--- config.mk ---
export PLATFORM = sky130hd
export DESIGN_NAME = fsc_slave_flat
export DESIGN_NICKNAME = d
export VERILOG_FILES = /design/src/rtl/fsc_pkg.sv /design/src/rtl/fsc_link_if.sv /design/src/rtl/fsc_slave.sv /design/src/flat_wrapper.sv
export SDC_FILE = /design/constraint.sdc
export NUM_CORES = 1
export LEC_CHECK = 0
export BUFFER_PORTS_ARGS = -buffer_cell sky130_fd_sc_hd__buf_2
export CAP_MARGIN = 20
export CORE_ASPECT_RATIO = 0.6
export CORE_MARGIN = 4
export CORE_UTILIZATION = 50
export DETAILED_ROUTE_END_ITERATION = 16
export GPL_TIMING_DRIVEN = 1
export PLACE_DENSITY = 0.75
export SYNTH_ARGS = -nofsm -noshare
export SYNTH_HDL_FRONTEND = slang
export SYNTH_SLANG_ARGS = --single-unit
--- constraint.sdc ---
create_clock -name pclk -period 4.98 [get_ports pclk]
set_input_delay 0.996 -clock pclk [delete_from_list [all_inputs] [get_ports pclk]]
set_output_delay 0.996 -clock pclk [all_outputs]
set_load 0.1 [all_outputs]
--- src/rtl/fsc_pkg.sv ---
// Shared constants and types for the fieldbus slave state control block.
package fsc_pkg;

  // Communication states of the slave, lowest to highest.
  typedef enum logic [1:0] {
    FSC_ST_INIT,
    FSC_ST_PREOP,
    FSC_ST_SAFEOP,
    FSC_ST_OP
  } fsc_state_t;

  // Transaction kinds carried on the acyclic link channel.
  typedef enum logic [2:0] {
    FSC_OP_NONE,
    FSC_OP_REG_WR,
    FSC_OP_REG_RD,
    FSC_OP_MBX_WR,
    FSC_OP_MBX_RD,
    FSC_OP_STATE_REQ
  } fsc_op_t;

  // Object index classes.
  typedef enum logic [1:0] {
    FSC_CL_RSVD,
    FSC_CL_COMM,
    FSC_CL_MANUF,
    FSC_CL_PROF
  } fsc_class_t;

  // Slave controller register numbers on the link.
  localparam logic [15:0] REG_STATION = 16'h0000;
  localparam logic [15:0] REG_MBX_CFG = 16'h0001;
  localparam logic [15:0] REG_DC_CFG = 16'h0002;
  localparam logic [15:0] REG_SM_CFG = 16'h0003;
  localparam logic [15:0] REG_MEMORY_MAPPING_UNIT_CFG = 16'h0004;
  localparam logic [15:0] REG_STATE = 16'h0005;
  localparam int REG_CFG_N = 5;

  // Object dictionary indices and subindices.
  localparam logic [15:0] IDX_CTRL_MODE = 16'h2002;
  localparam logic [7:0] SUB_CTRL_MODE = 8'h01;
  localparam logic [15:0] IDX_SAVE = 16'h200E;
  localparam logic [7:0] SUB_SAVE_SEL = 8'h02;
  localparam logic [7:0] SUB_ALIAS = 8'h10;
  localparam logic [15:0] IDX_MODES = 16'h6502;
  localparam logic [15:0] MODES_MASK = 16'h03AD;
  localparam logic [15:0] IDX_RX_LO = 16'h1600;
  localparam logic [15:0] IDX_RX_HI = 16'h17FF;
  localparam logic [15:0] IDX_TX_LO = 16'h1A00;
  localparam logic [15:0] IDX_TX_HI = 16'h1BFF;
  localparam logic [15:0] IDX_RX_VAR = 16'h1600;
  localparam logic [15:0] IDX_RX_FIX_LO = 16'h1701;
  localparam logic [15:0] IDX_RX_FIX_HI = 16'h1705;
  localparam logic [15:0] IDX_TX_VAR = 16'h1A00;
  localparam logic [15:0] IDX_TX_FIX_LO = 16'h1B01;
  localparam logic [15:0] IDX_TX_FIX_HI = 16'h1B04;
  localparam logic [15:0] IDX_COMM_LO = 16'h1000;
  localparam logic [15:0] IDX_MANUF_LO = 16'h2000;
  localparam logic [15:0] IDX_PROF_LO = 16'h6000;
  localparam logic [15:0] IDX_PROF_HI = 16'h9FFF;
  localparam logic [15:0] VAR_MAP_MAX = 16'h000A;
  localparam logic [15:0] MAP_KIND_FIXED = 16'h0001;

  // Control mode codes and defaults.
  localparam logic [15:0] MODE_SPEED = 16'h0000;
  localparam logic [15:0] MODE_POS = 16'h0001;
  localparam logic [15:0] MODE_TORQUE = 16'h0002;
  localparam logic [15:0] MODE_BUS = 16'h0009;
  localparam logic [15:0] MODE_UNUSED = 16'h00FF;
  localparam logic [15:0] SAVE_MAX = 16'h0003;
  localparam logic [15:0] SAVE_DEF = 16'h0003;
  localparam logic [15:0] ALIAS_DEF = 16'h0000;
  localparam int SAVE_PARAM_BIT = 0;
  localparam int SAVE_OD_BIT = 1;

  // Controller register byte offsets on APB.
  localparam logic [7:0] APB_CMD = 8'h00;
  localparam logic [7:0] APB_ADDR = 8'h04;
  localparam logic [7:0] APB_WDATA = 8'h08;
  localparam logic [7:0] APB_RDATA = 8'h0C;
  localparam logic [7:0] APB_STATUS = 8'h10;
  localparam logic [7:0] APB_CYC = 8'h14;
  localparam logic [7:0] APB_RPDO = 8'h18;
  localparam logic [7:0] APB_TPDO = 8'h1C;

endpackage

--- src/rtl/fsc_link_if.sv ---
// Link between the fieldbus master end and the slave end.
`timescale 1ns/1ps
interface fsc_link_if;
  import fsc_pkg::*;

  fsc_op_t op; // Transaction kind.
  logic valid; // Request held until ack.
  logic [15:0] index; // Object index or register number.
  logic [7:0] sub; // Object subindex.
  logic [15:0] wdata; // Write data or target state.
  logic ack; // One-cycle answer strobe.
  logic err; // Request refused, valid with ack.
  logic [15:0] rdata; // Read data, valid with ack.
  fsc_state_t state; // Current slave state.
  logic rpdo_valid; // Cyclic output data valid.
  logic [31:0] rpdo_data; // Cyclic data master to slave.
  logic tpdo_valid; // Cyclic input data valid.
  logic [31:0] tpdo_data; // Cyclic data slave to master.

  // Slave end.
  modport dev (
    input op, valid, index, sub, wdata, rpdo_valid, rpdo_data,
    output ack, err, rdata, state, tpdo_valid, tpdo_data
  );

  // Master end.
  modport mst (
    output op, valid, index, sub, wdata, rpdo_valid, rpdo_data,
    input ack, err, rdata, state, tpdo_valid, tpdo_data
  );
endinterface

--- src/rtl/fsc_slave.sv ---
// Slave end: communication state machine, object access and PDO gating.
`timescale 1ns/1ps
module fsc_slave (
  input wire logic pclk, // System clock.
  input wire logic presetn, // Asynchronous reset, active low.
  fsc_link_if.dev lnk, // Link to the master.
  input wire logic [31:0] tx_data, // Drive values to send.
  output logic [31:0] rx_data, // Applied received values.
  output logic rx_valid, // Pulse when rx_data is updated.
  output logic [15:0] ctrl_mode, // Active control mode.
  output logic [15:0] save_sel, // Active save selection.
  output logic [15:0] alias_val, // Active station alias.
  output logic clock_sync_en, // Distributed clock usable.
  input wire logic save_strobe, // Store to non-volatile copy.
  input wire logic power_on_load // Reload from non-volatile copy.
);
  import fsc_pkg::*;

  fsc_state_t state_q; // Current state.
  logic ack_q; // Answer strobe.
  logic err_q; // Answer refused.
  logic [15:0] rdata_q; // Answer data.
  logic [15:0] cfg_q [REG_CFG_N]; // Controller registers.
  logic [REG_CFG_N-1:0] cfg_set_q; // Register written since reset.
  logic rpdo_seen_q; // Valid outputs seen in safe-op or op.
  logic [15:0] mode_q; // Control mode.
  logic [15:0] save_q; // Save selection.
  logic [15:0] alias_q; // Station alias.
  logic [15:0] rx_cnt_q; // Variable receive mapping entries.
  logic [15:0] tx_cnt_q; // Variable transmit mapping entries.
  logic [15:0] nv_mode_q; // Stored control mode.
  logic [15:0] nv_alias_q; // Stored alias.
  logic [15:0] nv_rx_q; // Stored receive mapping entries.
  logic [15:0] nv_tx_q; // Stored transmit mapping entries.
  logic [31:0] rx_q; // Applied received data.
  logic rx_v_q; // Received data strobe.
  logic tpdo_v_q; // Transmit data valid.
  logic [31:0] tpdo_q; // Transmit data.
  logic take; // Request accepted this cycle.
  logic ok; // Request is legal.
  logic [15:0] rd; // Read value of the request.
  fsc_state_t tgt; // Requested state.
  fsc_class_t cls; // Class of the requested index.
  logic mbx_on; // Mailbox open in this state.

  // Class of an object index.
  function automatic fsc_class_t obj_class(input logic [15:0] idx);
    if (idx >= IDX_PROF_LO && idx <= IDX_PROF_HI) begin
      return FSC_CL_PROF;
    end else if (idx >= IDX_MANUF_LO && idx < IDX_PROF_LO) begin
      return FSC_CL_MANUF;
    end else if (idx >= IDX_COMM_LO && idx < IDX_MANUF_LO) begin
      return FSC_CL_COMM;
    end
    return FSC_CL_RSVD;
  endfunction

  assign take = lnk.valid && !ack_q;
  assign tgt = fsc_state_t'(lnk.wdata[1:0]);
  assign cls = obj_class(lnk.index);
  assign mbx_on = state_q != FSC_ST_INIT;

  assign lnk.ack = ack_q;
  assign lnk.err = err_q;
  assign lnk.rdata = rdata_q;
  assign lnk.state = state_q;
  assign lnk.tpdo_valid = tpdo_v_q;
  assign lnk.tpdo_data = tpdo_q;
  assign rx_data = rx_q;
  assign rx_valid = rx_v_q;
  assign ctrl_mode = mode_q;
  assign save_sel = save_q;
  assign alias_val = alias_q;
  assign clock_sync_en = state_q >= FSC_ST_SAFEOP;

  // Decodes legality and read value of the pending request.
  always_comb begin
    ok = 1'b0;
    rd = 16'h0000;
    case (lnk.op)
      FSC_OP_REG_WR: begin
        ok = lnk.index < REG_STATE;
      end
      FSC_OP_REG_RD: begin
        ok = lnk.index <= REG_STATE;
        if (lnk.index == REG_STATE) begin
          rd = {14'h0000, state_q};
        end else if (lnk.index < REG_STATE) begin
          rd = cfg_q[lnk.index[2:0]];
        end
      end
      FSC_OP_MBX_WR: begin
        if (!mbx_on) begin
          ok = 1'b0;
        end else if (cls == FSC_CL_MANUF && lnk.index == IDX_CTRL_MODE &&
                     lnk.sub == SUB_CTRL_MODE) begin
          ok = lnk.wdata == MODE_SPEED || lnk.wdata == MODE_POS ||
               lnk.wdata == MODE_TORQUE || lnk.wdata == MODE_BUS ||
               lnk.wdata == MODE_UNUSED;
        end else if (cls == FSC_CL_MANUF && lnk.index == IDX_SAVE) begin
          ok = (lnk.sub == SUB_SAVE_SEL && lnk.wdata <= SAVE_MAX) ||
               lnk.sub == SUB_ALIAS;
        end else if (lnk.index == IDX_RX_VAR || lnk.index == IDX_TX_VAR) begin
          // Variable mappings change only in pre-op, before PDO runs.
          ok = state_q == FSC_ST_PREOP && lnk.sub == 8'h00 &&
               lnk.wdata <= VAR_MAP_MAX;
        end
      end
      FSC_OP_MBX_RD: begin
        if (!mbx_on) begin
          ok = 1'b0;
        end else if (lnk.index == IDX_CTRL_MODE &&
                     lnk.sub == SUB_CTRL_MODE) begin
          ok = 1'b1;
          rd = mode_q;
        end else if (lnk.index == IDX_SAVE && lnk.sub == SUB_SAVE_SEL) begin
          ok = 1'b1;
          rd = save_q;
        end else if (lnk.index == IDX_SAVE && lnk.sub == SUB_ALIAS) begin
          ok = 1'b1;
          rd = alias_q;
        end else if (cls == FSC_CL_PROF && lnk.index == IDX_MODES) begin
          ok = 1'b1;
          rd = MODES_MASK;
        end else if (lnk.index >= IDX_RX_LO && lnk.index <= IDX_RX_HI) begin
          // Receive mapping range: one variable, five fixed.
          ok = lnk.index == IDX_RX_VAR ||
               (lnk.index >= IDX_RX_FIX_LO && lnk.index <= IDX_RX_FIX_HI);
          rd = lnk.index == IDX_RX_VAR ? rx_cnt_q : MAP_KIND_FIXED;
        end else if (lnk.index >= IDX_TX_LO && lnk.index <= IDX_TX_HI) begin
          // Transmit mapping range: one variable, four fixed.
          ok = lnk.index == IDX_TX_VAR ||
               (lnk.index >= IDX_TX_FIX_LO && lnk.index <= IDX_TX_FIX_HI);
          rd = lnk.index == IDX_TX_VAR ? tx_cnt_q : MAP_KIND_FIXED;
        end
      end
      FSC_OP_STATE_REQ: begin
        if (tgt <= state_q) begin
          ok = 1'b1;
        end else if (tgt == FSC_ST_PREOP && state_q == FSC_ST_INIT) begin
          ok = &cfg_set_q[2:0];
        end else if (tgt == FSC_ST_SAFEOP && state_q == FSC_ST_PREOP) begin
          ok = &cfg_set_q[4:3];
        end else if (tgt == FSC_ST_OP && state_q == FSC_ST_SAFEOP) begin
          ok = rpdo_seen_q;
        end
      end
      default: begin
        ok = 1'b0;
      end
    endcase
  end

  // Answer strobe, one cycle per request.
  always_ff @(posedge pclk or negedge presetn) begin
    if (!presetn) begin
      ack_q <= 1'b0;
      err_q <= 1'b0;
      rdata_q <= 16'h0000;
    end else begin
      ack_q <= take;
      if (take) begin
        err_q <= !ok;
        rdata_q <= ok ? rd : 16'h0000;
      end
    end
  end

  // Communication state machine, reset into init.
  always_ff @(posedge pclk or negedge presetn) begin
    if (!presetn) begin
      state_q <= FSC_ST_INIT;
    end else if (take && ok && lnk.op == FSC_OP_STATE_REQ) begin
      case (tgt)
        FSC_ST_INIT: state_q <= FSC_ST_INIT;
        FSC_ST_PREOP: state_q <= FSC_ST_PREOP;
        FSC_ST_SAFEOP: state_q <= FSC_ST_SAFEOP;
        FSC_ST_OP: state_q <= FSC_ST_OP;
        default: state_q <= FSC_ST_INIT;
      endcase
    end
  end

  // Controller registers, writable in every state.
  for (genvar i = 0; i < REG_CFG_N; i++) begin : g_cfg
    always_ff @(posedge pclk or negedge presetn) begin
      if (!presetn) begin
        cfg_q[i] <= 16'h0000;
        cfg_set_q[i] <= 1'b0;
      end else if (take && ok && lnk.op == FSC_OP_REG_WR &&
                   lnk.index[2:0] == 3'(i)) begin
        cfg_q[i] <= lnk.wdata;
        cfg_set_q[i] <= 1'b1;
      end
    end
  end

  // Valid outputs must be seen in safe-op before going operational.
  always_ff @(posedge pclk or negedge presetn) begin
    if (!presetn) begin
      rpdo_seen_q <= 1'b0;
    end else if (state_q < FSC_ST_SAFEOP) begin
      rpdo_seen_q <= 1'b0;
    end else if (lnk.rpdo_valid) begin
      rpdo_seen_q <= 1'b1;
    end
  end

  // Working parameters; a power-on reload overrides a mailbox write.
  always_ff @(posedge pclk or negedge presetn) begin
    if (!presetn) begin
      mode_q <= MODE_BUS;
      save_q <= SAVE_DEF;
      alias_q <= ALIAS_DEF;
      rx_cnt_q <= 16'h0000;
      tx_cnt_q <= 16'h0000;
    end else if (power_on_load) begin
      mode_q <= nv_mode_q;
      alias_q <= nv_alias_q;
      rx_cnt_q <= nv_rx_q;
      tx_cnt_q <= nv_tx_q;
    end else if (take && ok && lnk.op == FSC_OP_MBX_WR) begin
      // Acyclic access to parameter and mapping objects.
      if (lnk.index == IDX_CTRL_MODE) begin
        mode_q <= lnk.wdata;
      end else if (lnk.index == IDX_SAVE && lnk.sub == SUB_SAVE_SEL) begin
        save_q <= lnk.wdata;
      end else if (lnk.index == IDX_SAVE) begin
        alias_q <= lnk.wdata;
      end else if (lnk.index == IDX_RX_VAR) begin
        rx_cnt_q <= lnk.wdata;
      end else begin
        tx_cnt_q <= lnk.wdata;
      end
    end
  end

  // Non-volatile copy; what is not saved keeps its last stored value, the default after reset.
  always_ff @(posedge pclk or negedge presetn) begin
    if (!presetn) begin
      nv_mode_q <= MODE_BUS;
      nv_alias_q <= ALIAS_DEF;
      nv_rx_q <= 16'h0000;
      nv_tx_q <= 16'h0000;
    end else if (save_strobe) begin
      if (save_q[SAVE_PARAM_BIT]) begin
        nv_mode_q <= mode_q;
        nv_alias_q <= alias_q;
      end
      if (save_q[SAVE_OD_BIT]) begin
        nv_rx_q <= rx_cnt_q;
        nv_tx_q <= tx_cnt_q;
      end
    end
  end

  // Received outputs are applied only when operational.
  always_ff @(posedge pclk or negedge presetn) begin
    if (!presetn) begin
      rx_q <= 32'h0000_0000;
      rx_v_q <= 1'b0;
    end else begin
      rx_v_q <= lnk.rpdo_valid && state_q == FSC_ST_OP;
      if (lnk.rpdo_valid && state_q == FSC_ST_OP) begin
        rx_q <= lnk.rpdo_data;
      end
    end
  end

  // Inputs are sent every cycle in safe-op and operational.
  always_ff @(posedge pclk or negedge presetn) begin
    if (!presetn) begin
      tpdo_v_q <= 1'b0;
      tpdo_q <= 32'h0000_0000;
    end else begin
      tpdo_v_q <= state_q >= FSC_ST_SAFEOP;
      tpdo_q <= state_q >= FSC_ST_SAFEOP ? tx_data : 32'h0000_0000;
    end
  end
endmodule

--- src/flat_wrapper.sv ---
// flat-port wrapper written by rule: the top's interface ports become plain ports
module fsc_slave_flat import fsc_pkg::*;
  (pclk, presetn, tx_data, rx_data, rx_valid, ctrl_mode, save_sel, alias_val, clock_sync_en, save_strobe, power_on_load, lnk_op, lnk_valid, lnk_index, lnk_sub, lnk_wdata, lnk_rpdo_valid, lnk_rpdo_data, lnk_ack, lnk_err, lnk_rdata, lnk_state, lnk_tpdo_valid, lnk_tpdo_data);
  fsc_link_if lnk_i ();
  input wire logic pclk;
  input wire logic presetn;
  input wire logic [31:0] tx_data;
  output logic [31:0] rx_data;
  output logic rx_valid;
  output logic [15:0] ctrl_mode;
  output logic [15:0] save_sel;
  output logic [15:0] alias_val;
  output logic clock_sync_en;
  input wire logic save_strobe;
  input wire logic power_on_load;
  input wire logic [$bits(lnk_i.op)-1:0] lnk_op;
  input wire logic [$bits(lnk_i.valid)-1:0] lnk_valid;
  input wire logic [$bits(lnk_i.index)-1:0] lnk_index;
  input wire logic [$bits(lnk_i.sub)-1:0] lnk_sub;
  input wire logic [$bits(lnk_i.wdata)-1:0] lnk_wdata;
  input wire logic [$bits(lnk_i.rpdo_valid)-1:0] lnk_rpdo_valid;
  input wire logic [$bits(lnk_i.rpdo_data)-1:0] lnk_rpdo_data;
  output wire logic [$bits(lnk_i.ack)-1:0] lnk_ack;
  output wire logic [$bits(lnk_i.err)-1:0] lnk_err;
  output wire logic [$bits(lnk_i.rdata)-1:0] lnk_rdata;
  output wire logic [$bits(lnk_i.state)-1:0] lnk_state;
  output wire logic [$bits(lnk_i.tpdo_valid)-1:0] lnk_tpdo_valid;
  output wire logic [$bits(lnk_i.tpdo_data)-1:0] lnk_tpdo_data;
  assign lnk_i.op = lnk_op;
  assign lnk_i.valid = lnk_valid;
  assign lnk_i.index = lnk_index;
  assign lnk_i.sub = lnk_sub;
  assign lnk_i.wdata = lnk_wdata;
  assign lnk_i.rpdo_valid = lnk_rpdo_valid;
  assign lnk_i.rpdo_data = lnk_rpdo_data;
  assign lnk_ack = lnk_i.ack;
  assign lnk_err = lnk_i.err;
  assign lnk_rdata = lnk_i.rdata;
  assign lnk_state = lnk_i.state;
  assign lnk_tpdo_valid = lnk_i.tpdo_valid;
  assign lnk_tpdo_data = lnk_i.tpdo_data;
  fsc_slave u_core (.pclk(pclk), .presetn(presetn), .lnk(lnk_i), .tx_data(tx_data), .rx_data(rx_data), .rx_valid(rx_valid), .ctrl_mode(ctrl_mode), .save_sel(save_sel), .alias_val(alias_val), .clock_sync_en(clock_sync_en), .save_strobe(save_strobe), .power_on_load(power_on_load));
endmodule
[Yosys cells after proc, flatten, opt, wreduce, memory -nomap -nowiden]
Index checks and enable logic that the tools add are counted.
Storage, ports and cells
  register bits after elaboration: 316
Cells by class
  magnitude comparators: 22
  equal/unequal tests: 34
  mux-type cells: 63
  bitwise operators: 3
  reductions and logical operators: 61
Operators with widths (count)
  $mux W16: 34
  $ge A16 B13 Y1 const B: 5
  $le A16 B13 Y1 const B: 4
  $bmux W16 S3: 1
  $eq A16 B13 Y1 const B: 2
  $eq A16 B14 Y1 const B: 2
  $mux W32: 1
  $pmux W16 S2: 1
  $logic_and A1 B1 Y1: 31
  $mux W1: 20
  $eq A16 B1 Y1 const B: 1
  $eq A16 B15 Y1 const B: 1
  $eq A16 B2 Y1 const B: 1
  $eq A16 B3 Y1 const B: 1
  $eq A16 B4 Y1 const B: 1
  $eq A16 B8 Y1 const B: 1
  $ge A16 B14 Y1 const B: 1
  $ge A16 B15 Y1 const B: 1
  $le A16 B16 Y1 const B: 1
  $le A16 B2 Y1 const B: 1
  $le A16 B3 Y1 const B: 1
  $le A16 B4 Y1 const B: 1
  $logic_not A16 Y1: 1
  $lt A16 B14 Y1 const B: 1
  other kinds (30): 68

[Logic depth before layout (Yosys ltp)]
  depth after elaboration: 18
  gate-level depth with buffers: 13
  mapped depth without buffers: 10

[Least setup slack after synthesis]
OpenSTA, ideal clock, no wires.
  path kind: input -> register
  start point: input port lnk_index[0]
  end point: register u_core.cfg_q[23] (netlist name)
  setup time: 0.125 ns
  data arrival time: 3.398 ns
  path slack: 1.457 ns
  cell stages on the path: 10
  cells stage by stage: buf_2 -> and4bb_1 -> nand4_2 -> or4b_1 -> and3_4 -> a32o_1 -> buf_6 -> nand4_4 -> buf_6 -> mux2_4
Between the ends
  cells in the longest elaborated chain, start to end: 17
RTL lines
  start, declared: line flat_wrapper.sv:18  | input wire logic [$bits(lnk_i.index)-1:0] lnk_index;
  $ge A16 B13 Y1 / $lt A16 B14 Y1 (equally long branches): line fsc_slave.sv:52  | end else if (idx >= IDX_COMM_LO && idx < IDX_MANUF_LO) begin
  $logic_and A1 B1 Y1: line fsc_slave.sv:52
  $mux W1: line fsc_slave.sv:52
  $mux W1: line fsc_slave.sv:50  | end else if (idx >= IDX_MANUF_LO && idx < IDX_PROF_LO) begin
  $mux W1: line fsc_slave.sv:48  | if (idx >= IDX_PROF_LO && idx <= IDX_PROF_HI) begin
  $mux W2: line fsc_slave.sv:55  | return FSC_CL_RSVD;
  $eq A2 B2 Y1: line fsc_slave.sv:122  | end else if (cls == FSC_CL_PROF && lnk.index == IDX_MODES) begin
  $logic_and A1 B1 Y1: line fsc_slave.sv:122
  $mux W1: line fsc_slave.sv:122
  $mux W1: line fsc_slave.sv:119  | end else if (lnk.index == IDX_SAVE && lnk.sub == SUB_ALIAS) begin
  $mux W1: line fsc_slave.sv:116  | end else if (lnk.index == IDX_SAVE && lnk.sub == SUB_SAVE_SEL) begin
  $mux W1: line fsc_slave.sv:112  | end else if (lnk.index == IDX_CTRL_MODE &&
  $mux W1: line fsc_slave.sv:110  | if (!mbx_on) begin
  $pmux W1 S5: line fsc_slave.sv:80  | case (lnk.op)
  $logic_and A1 B1 Y1 (2 in series): line fsc_slave.sv:190  | end else if (take && ok && lnk.op == FSC_OP_REG_WR &&
  $logic_and A1 B1 Y1 (*): line fsc_slave.sv:190
  end signal, assigned by index: line fsc_slave.sv:192  | cfg_q[i] <= lnk.wdata;
  end, declared: line fsc_slave.sv:23  | logic [15:0] cfg_q [REG_CFG_N];
Mark *: on every way between the ends. The rest lies on a longest branch, timed or not.
A chain may end at the register's enable or synchronous reset.

[Final worst setup path]
  start point: input port lnk_sub[1]
  end point: register u_core.mode_q[6] (netlist: u_core.ctrl_mode[6])
Between the ends
  cells in the longest elaborated chain, start to end: 12
RTL lines
  start, declared: line flat_wrapper.sv:19  | input wire logic [$bits(lnk_i.sub)-1:0] lnk_sub;
  $logic_not A8 Y1: line fsc_slave.sv:105  | ok = state_q == FSC_ST_PREOP && lnk.sub == 8'h00 &&
  $logic_and A1 B1 Y1 (2 in series): line fsc_slave.sv:105
  $mux W1: line fsc_slave.sv:103  | end else if (lnk.index == IDX_RX_VAR || lnk.index == IDX_TX_VAR) begin
  $mux W1: line fsc_slave.sv:100  | end else if (cls == FSC_CL_MANUF && lnk.index == IDX_SAVE) begin
  $mux W1: line fsc_slave.sv:95  | end else if (cls == FSC_CL_MANUF && lnk.index == IDX_CTRL_MODE &&
  $mux W1: line fsc_slave.sv:93  | if (!mbx_on) begin
  $pmux W1 S5 (*): line fsc_slave.sv:80
  $logic_and A1 B1 Y1 (*) (2 in series): line fsc_slave.sv:222  | end else if (take && ok && lnk.op == FSC_OP_MBX_WR) begin
  $reduce_bool A2 Y1 (no line) (*)
  $reduce_and A2 Y1 (no line) (*)
  end signal, assigned: line fsc_slave.sv:218  | mode_q <= nv_mode_q;
  end signal, assigned: line fsc_slave.sv:225  | mode_q <= lnk.wdata;
  end, declared: line fsc_slave.sv:26  | logic [15:0] mode_q;
Marked as above.

==> results by group <==
Run status
  • Outcome: finished, final reports clean

Placed design
  • Port bufs: 247
  • Hpwl dp: 30.4 mm
  • RePlAce Congestion: 0.983

Floorplan
  • Row count: 47
  • Die Ht: 139 um
  • CORE AREA: 27,800 um2
  • Initial Util: 51.3%
  • Die Wd: 226 um
  • Die ar.: 31,400 um2
  • I/O pin total: 248

Clock tree
  • Cts bufs inserted: 30
  • Post-cts resize count: 0
  • Clk Tree Root Cell: clkbuf_16
  • Clk sinks: 316
  • CTS tree: built
  • Clk_lat worst skew: 0.59 ns
  • Clock Path Buffers: 3
  • Post-CTS Hold Buffers: 0
  • Buffer count from post-CTS setup fixing: 0
  • H-Tree Depth: 1
  • CTS clock-pin slew for the worst setup and hold paths: 0.07 ns

Routing
  • DR vias/cell: 5.98
  • Final wirelength: 42.3 mm
  • DRC Markers: 0
  • Detailed Route Iter0 Violations: 1,128
  • Avg WL per Cell: 23.4 um
  • Detailed Routing Iterations Pass 1: 6
  • Detail Route Antenna Nets: 0
  • Via count: 10,833

STA
  • Fmax: 247 MHz
  • Setup TNS: 0 ns
  • Period utilisation layout: 81.2%
  • Endpoints failing hold: 0
  • Hold_ws: 0.387 ns
  • Final min period: 4.04 ns
  • Worst relative slew slack: 27.7%
  • Worst slew pin tran: 1.08 ns
  • Endpoints failing setup: 0
  • RSZ-0062 raised after global routing: no
  • Post-route clock skew: 0.0344 ns
  • Max Slew Vio Count: 0

Logic synthesis
  • Ys Warns: 0
  • Synth Register Bits: 316
  • Syn_area_per_cell: 11.9 um2
  • Syn Nets: 1,310
  • Area of the mapped netlist: 14,300 um2
  • Seq/Total Area, Yosys: 55.5%
  • Synth unique cells: 74
  • EDFF count, synth: 0
  • Post-synth ARST share: 100%
  • Post-synth top flop: dfrtp_1
  • Post-Syn Instances: 1,195

Worst setup path
  • Critical Path AT: 4.48 ns
  • Worst setup path category: input port to flip-flop
  • Crit path max fanout: 21
  • CP Data Required Time: 5.41 ns
  • Worst setup SP type: input port
  • Worst Setup End Kind: flip-flop

Pwr
  • LEAKAGE: 0.00827 uW
  • Peak VDD IR: 0.477 mV
  • Pwr dens: 465 nW/um2

Global route
  • Overflow left after global routing: 0
  • Initial antenna violation count: 1
  • First-pass GRT wire length: 65.5 mm
  • Total Routing Usage GR: 26.8%
  • Vias in the first global route: 10,763
  • Largest net degree at the start of global routing: 123

Final layout
  • Post-layout util: 60.6%
  • Layout cells sized above 1: 36.3%
  • Final net count: 1,536
  • Most common cell after layout, fill and taps aside: dfrtp_1
  • Layout area overhead: 18.0%
  • Commonest non-fill, non-tap cells in the layout: dfrtp_1 (310), buf_2 (245), mux2_2 (137)

Run
  • Maxcap violations: 0

Worst hold path
  • Worst hold path class: input port to async pin
synthesized netlist by cell type, drive strengths merged, types with 13 or more instances:
cell type / n / area share, %
and2: 34 / 1.5
inv: 34 / 0.89
o21ai: 93 / 3.3
buf: 22 / 1.1
a221o: 19 / 1.3
nor3b: 18 / 0.98
nor2b: 47 / 2.1
o31ai: 24 / 1.3
nand2: 95 / 2.5
nor2: 44 / 1.2
mux2: 175 / 15
dfrtp: 310 / 54
a21oi: 35 / 1.2
nor3: 13 / 0.49
clkbuf: 57 / 1.5
path summary, 6_finish.rpt:
path,startpoint,to,slack [ns],cells past startpoint
max,lnk_sub[1],u_core.ctrl_mode[6],0.94,11
min reg2reg,u_core.nv_mode_q[1],u_core.ctrl_mode[1],0.44,2
min in group pclk,u_core.nv_mode_q[1],u_core.ctrl_mode[1],0.44,2
max in group asynchronous,presetn,u_core.rx_data[0],3.44,2
max reg2reg,u_core.lnk.state[1],u_core.rx_cnt_q[2],1.33,10
min,presetn,u_core.cfg_q[72],0.39,1
power breakdown:
group / internal [uW] / leakage (uW) / switching (uW) / total [uW]
logic: 424 / 0.00351 / 2140 / 2560
registers: 2800 / 0.00427 / 130 / 2930
clock network: 1340 / 0.000490 / 996 / 2330
area by class of cell:
cell class / instances / area [um2]
timing repair buffer: 273 / 1470
inverter: 34 / 128
fill: 2300 / 11000
multi-input combinational: 766 / 5860
clock buffer: 48 / 898
sequential: 316 / 7920
clock inverter: 8 / 108
antenna: 1 / 2.50
tap: 367 / 459
flip-flops by register name, summed over array words and instances (netlist names), 2 cells and up:
register / cells
u_core.nv_rx_q: 16
u_core.lnk.state: 2
u_core.lnk.tpdo_data: 32
u_core.alias_val: 16
u_core.nv_alias_q: 16
u_core.cfg_set_q: 5
u_core.ctrl_mode: 16
u_core.cfg_q: 80
u_core.rx_data: 32
u_core.save_sel: 16
u_core.nv_mode_q: 16
u_core.lnk.rdata: 16
u_core.nv_tx_q: 16
u_core.rx_cnt_q: 16
u_core.tx_cnt_q: 16
critical path, stage by stage:
cell and delay (ns):
buf_2 0.15, nor4b_1 0.83, nand2_1 0.23, nor2_1 0.27, buf_4 0.26, o211ai_1 0.14
and3_4 0.24, a32o_1 0.35, buf_4 0.27, a41oi_1 0.56, a21oi_1 0.16
layer usage:
layer	routed length (um)	part of all wire, %	GRT usage (%)	vias up
li1	-	-	-	4764
met1	18900	45	40.6	5500
met3	4880	12	10.0	67
met4	887	2.1	5.47	0
met2	17700	42	37.0	502
met5	0	0	0	-
logic make-up (layout without fill, tap and decap cells):
logic type,after synthesis,count (layout),synth area share (%)
xor+xnor,2,2,0.123
buf+inv,113,363,3.49
simple gates,328,328,13.1
fa+ha+maj,2,2,0.175
flops,316,316,55.5
compound gates,246,246,11.5
other cells,0,1,0
mux,188,188,16.2
stage by stage:
step	std cells	cell area [um2]	total power, uW	setup slack, ns
floorplan	1195	14300	5020	1.46
global placement	1756	15800	5510	0.610
detailed placement	1756	15800	5540	0.607
CTS	1812	16800	7870	1.19
global route	1813	16800	8110	0.823
finish	1813	16800	7830	0.936
No activity file was read; power rests on OpenSTA's default activity.
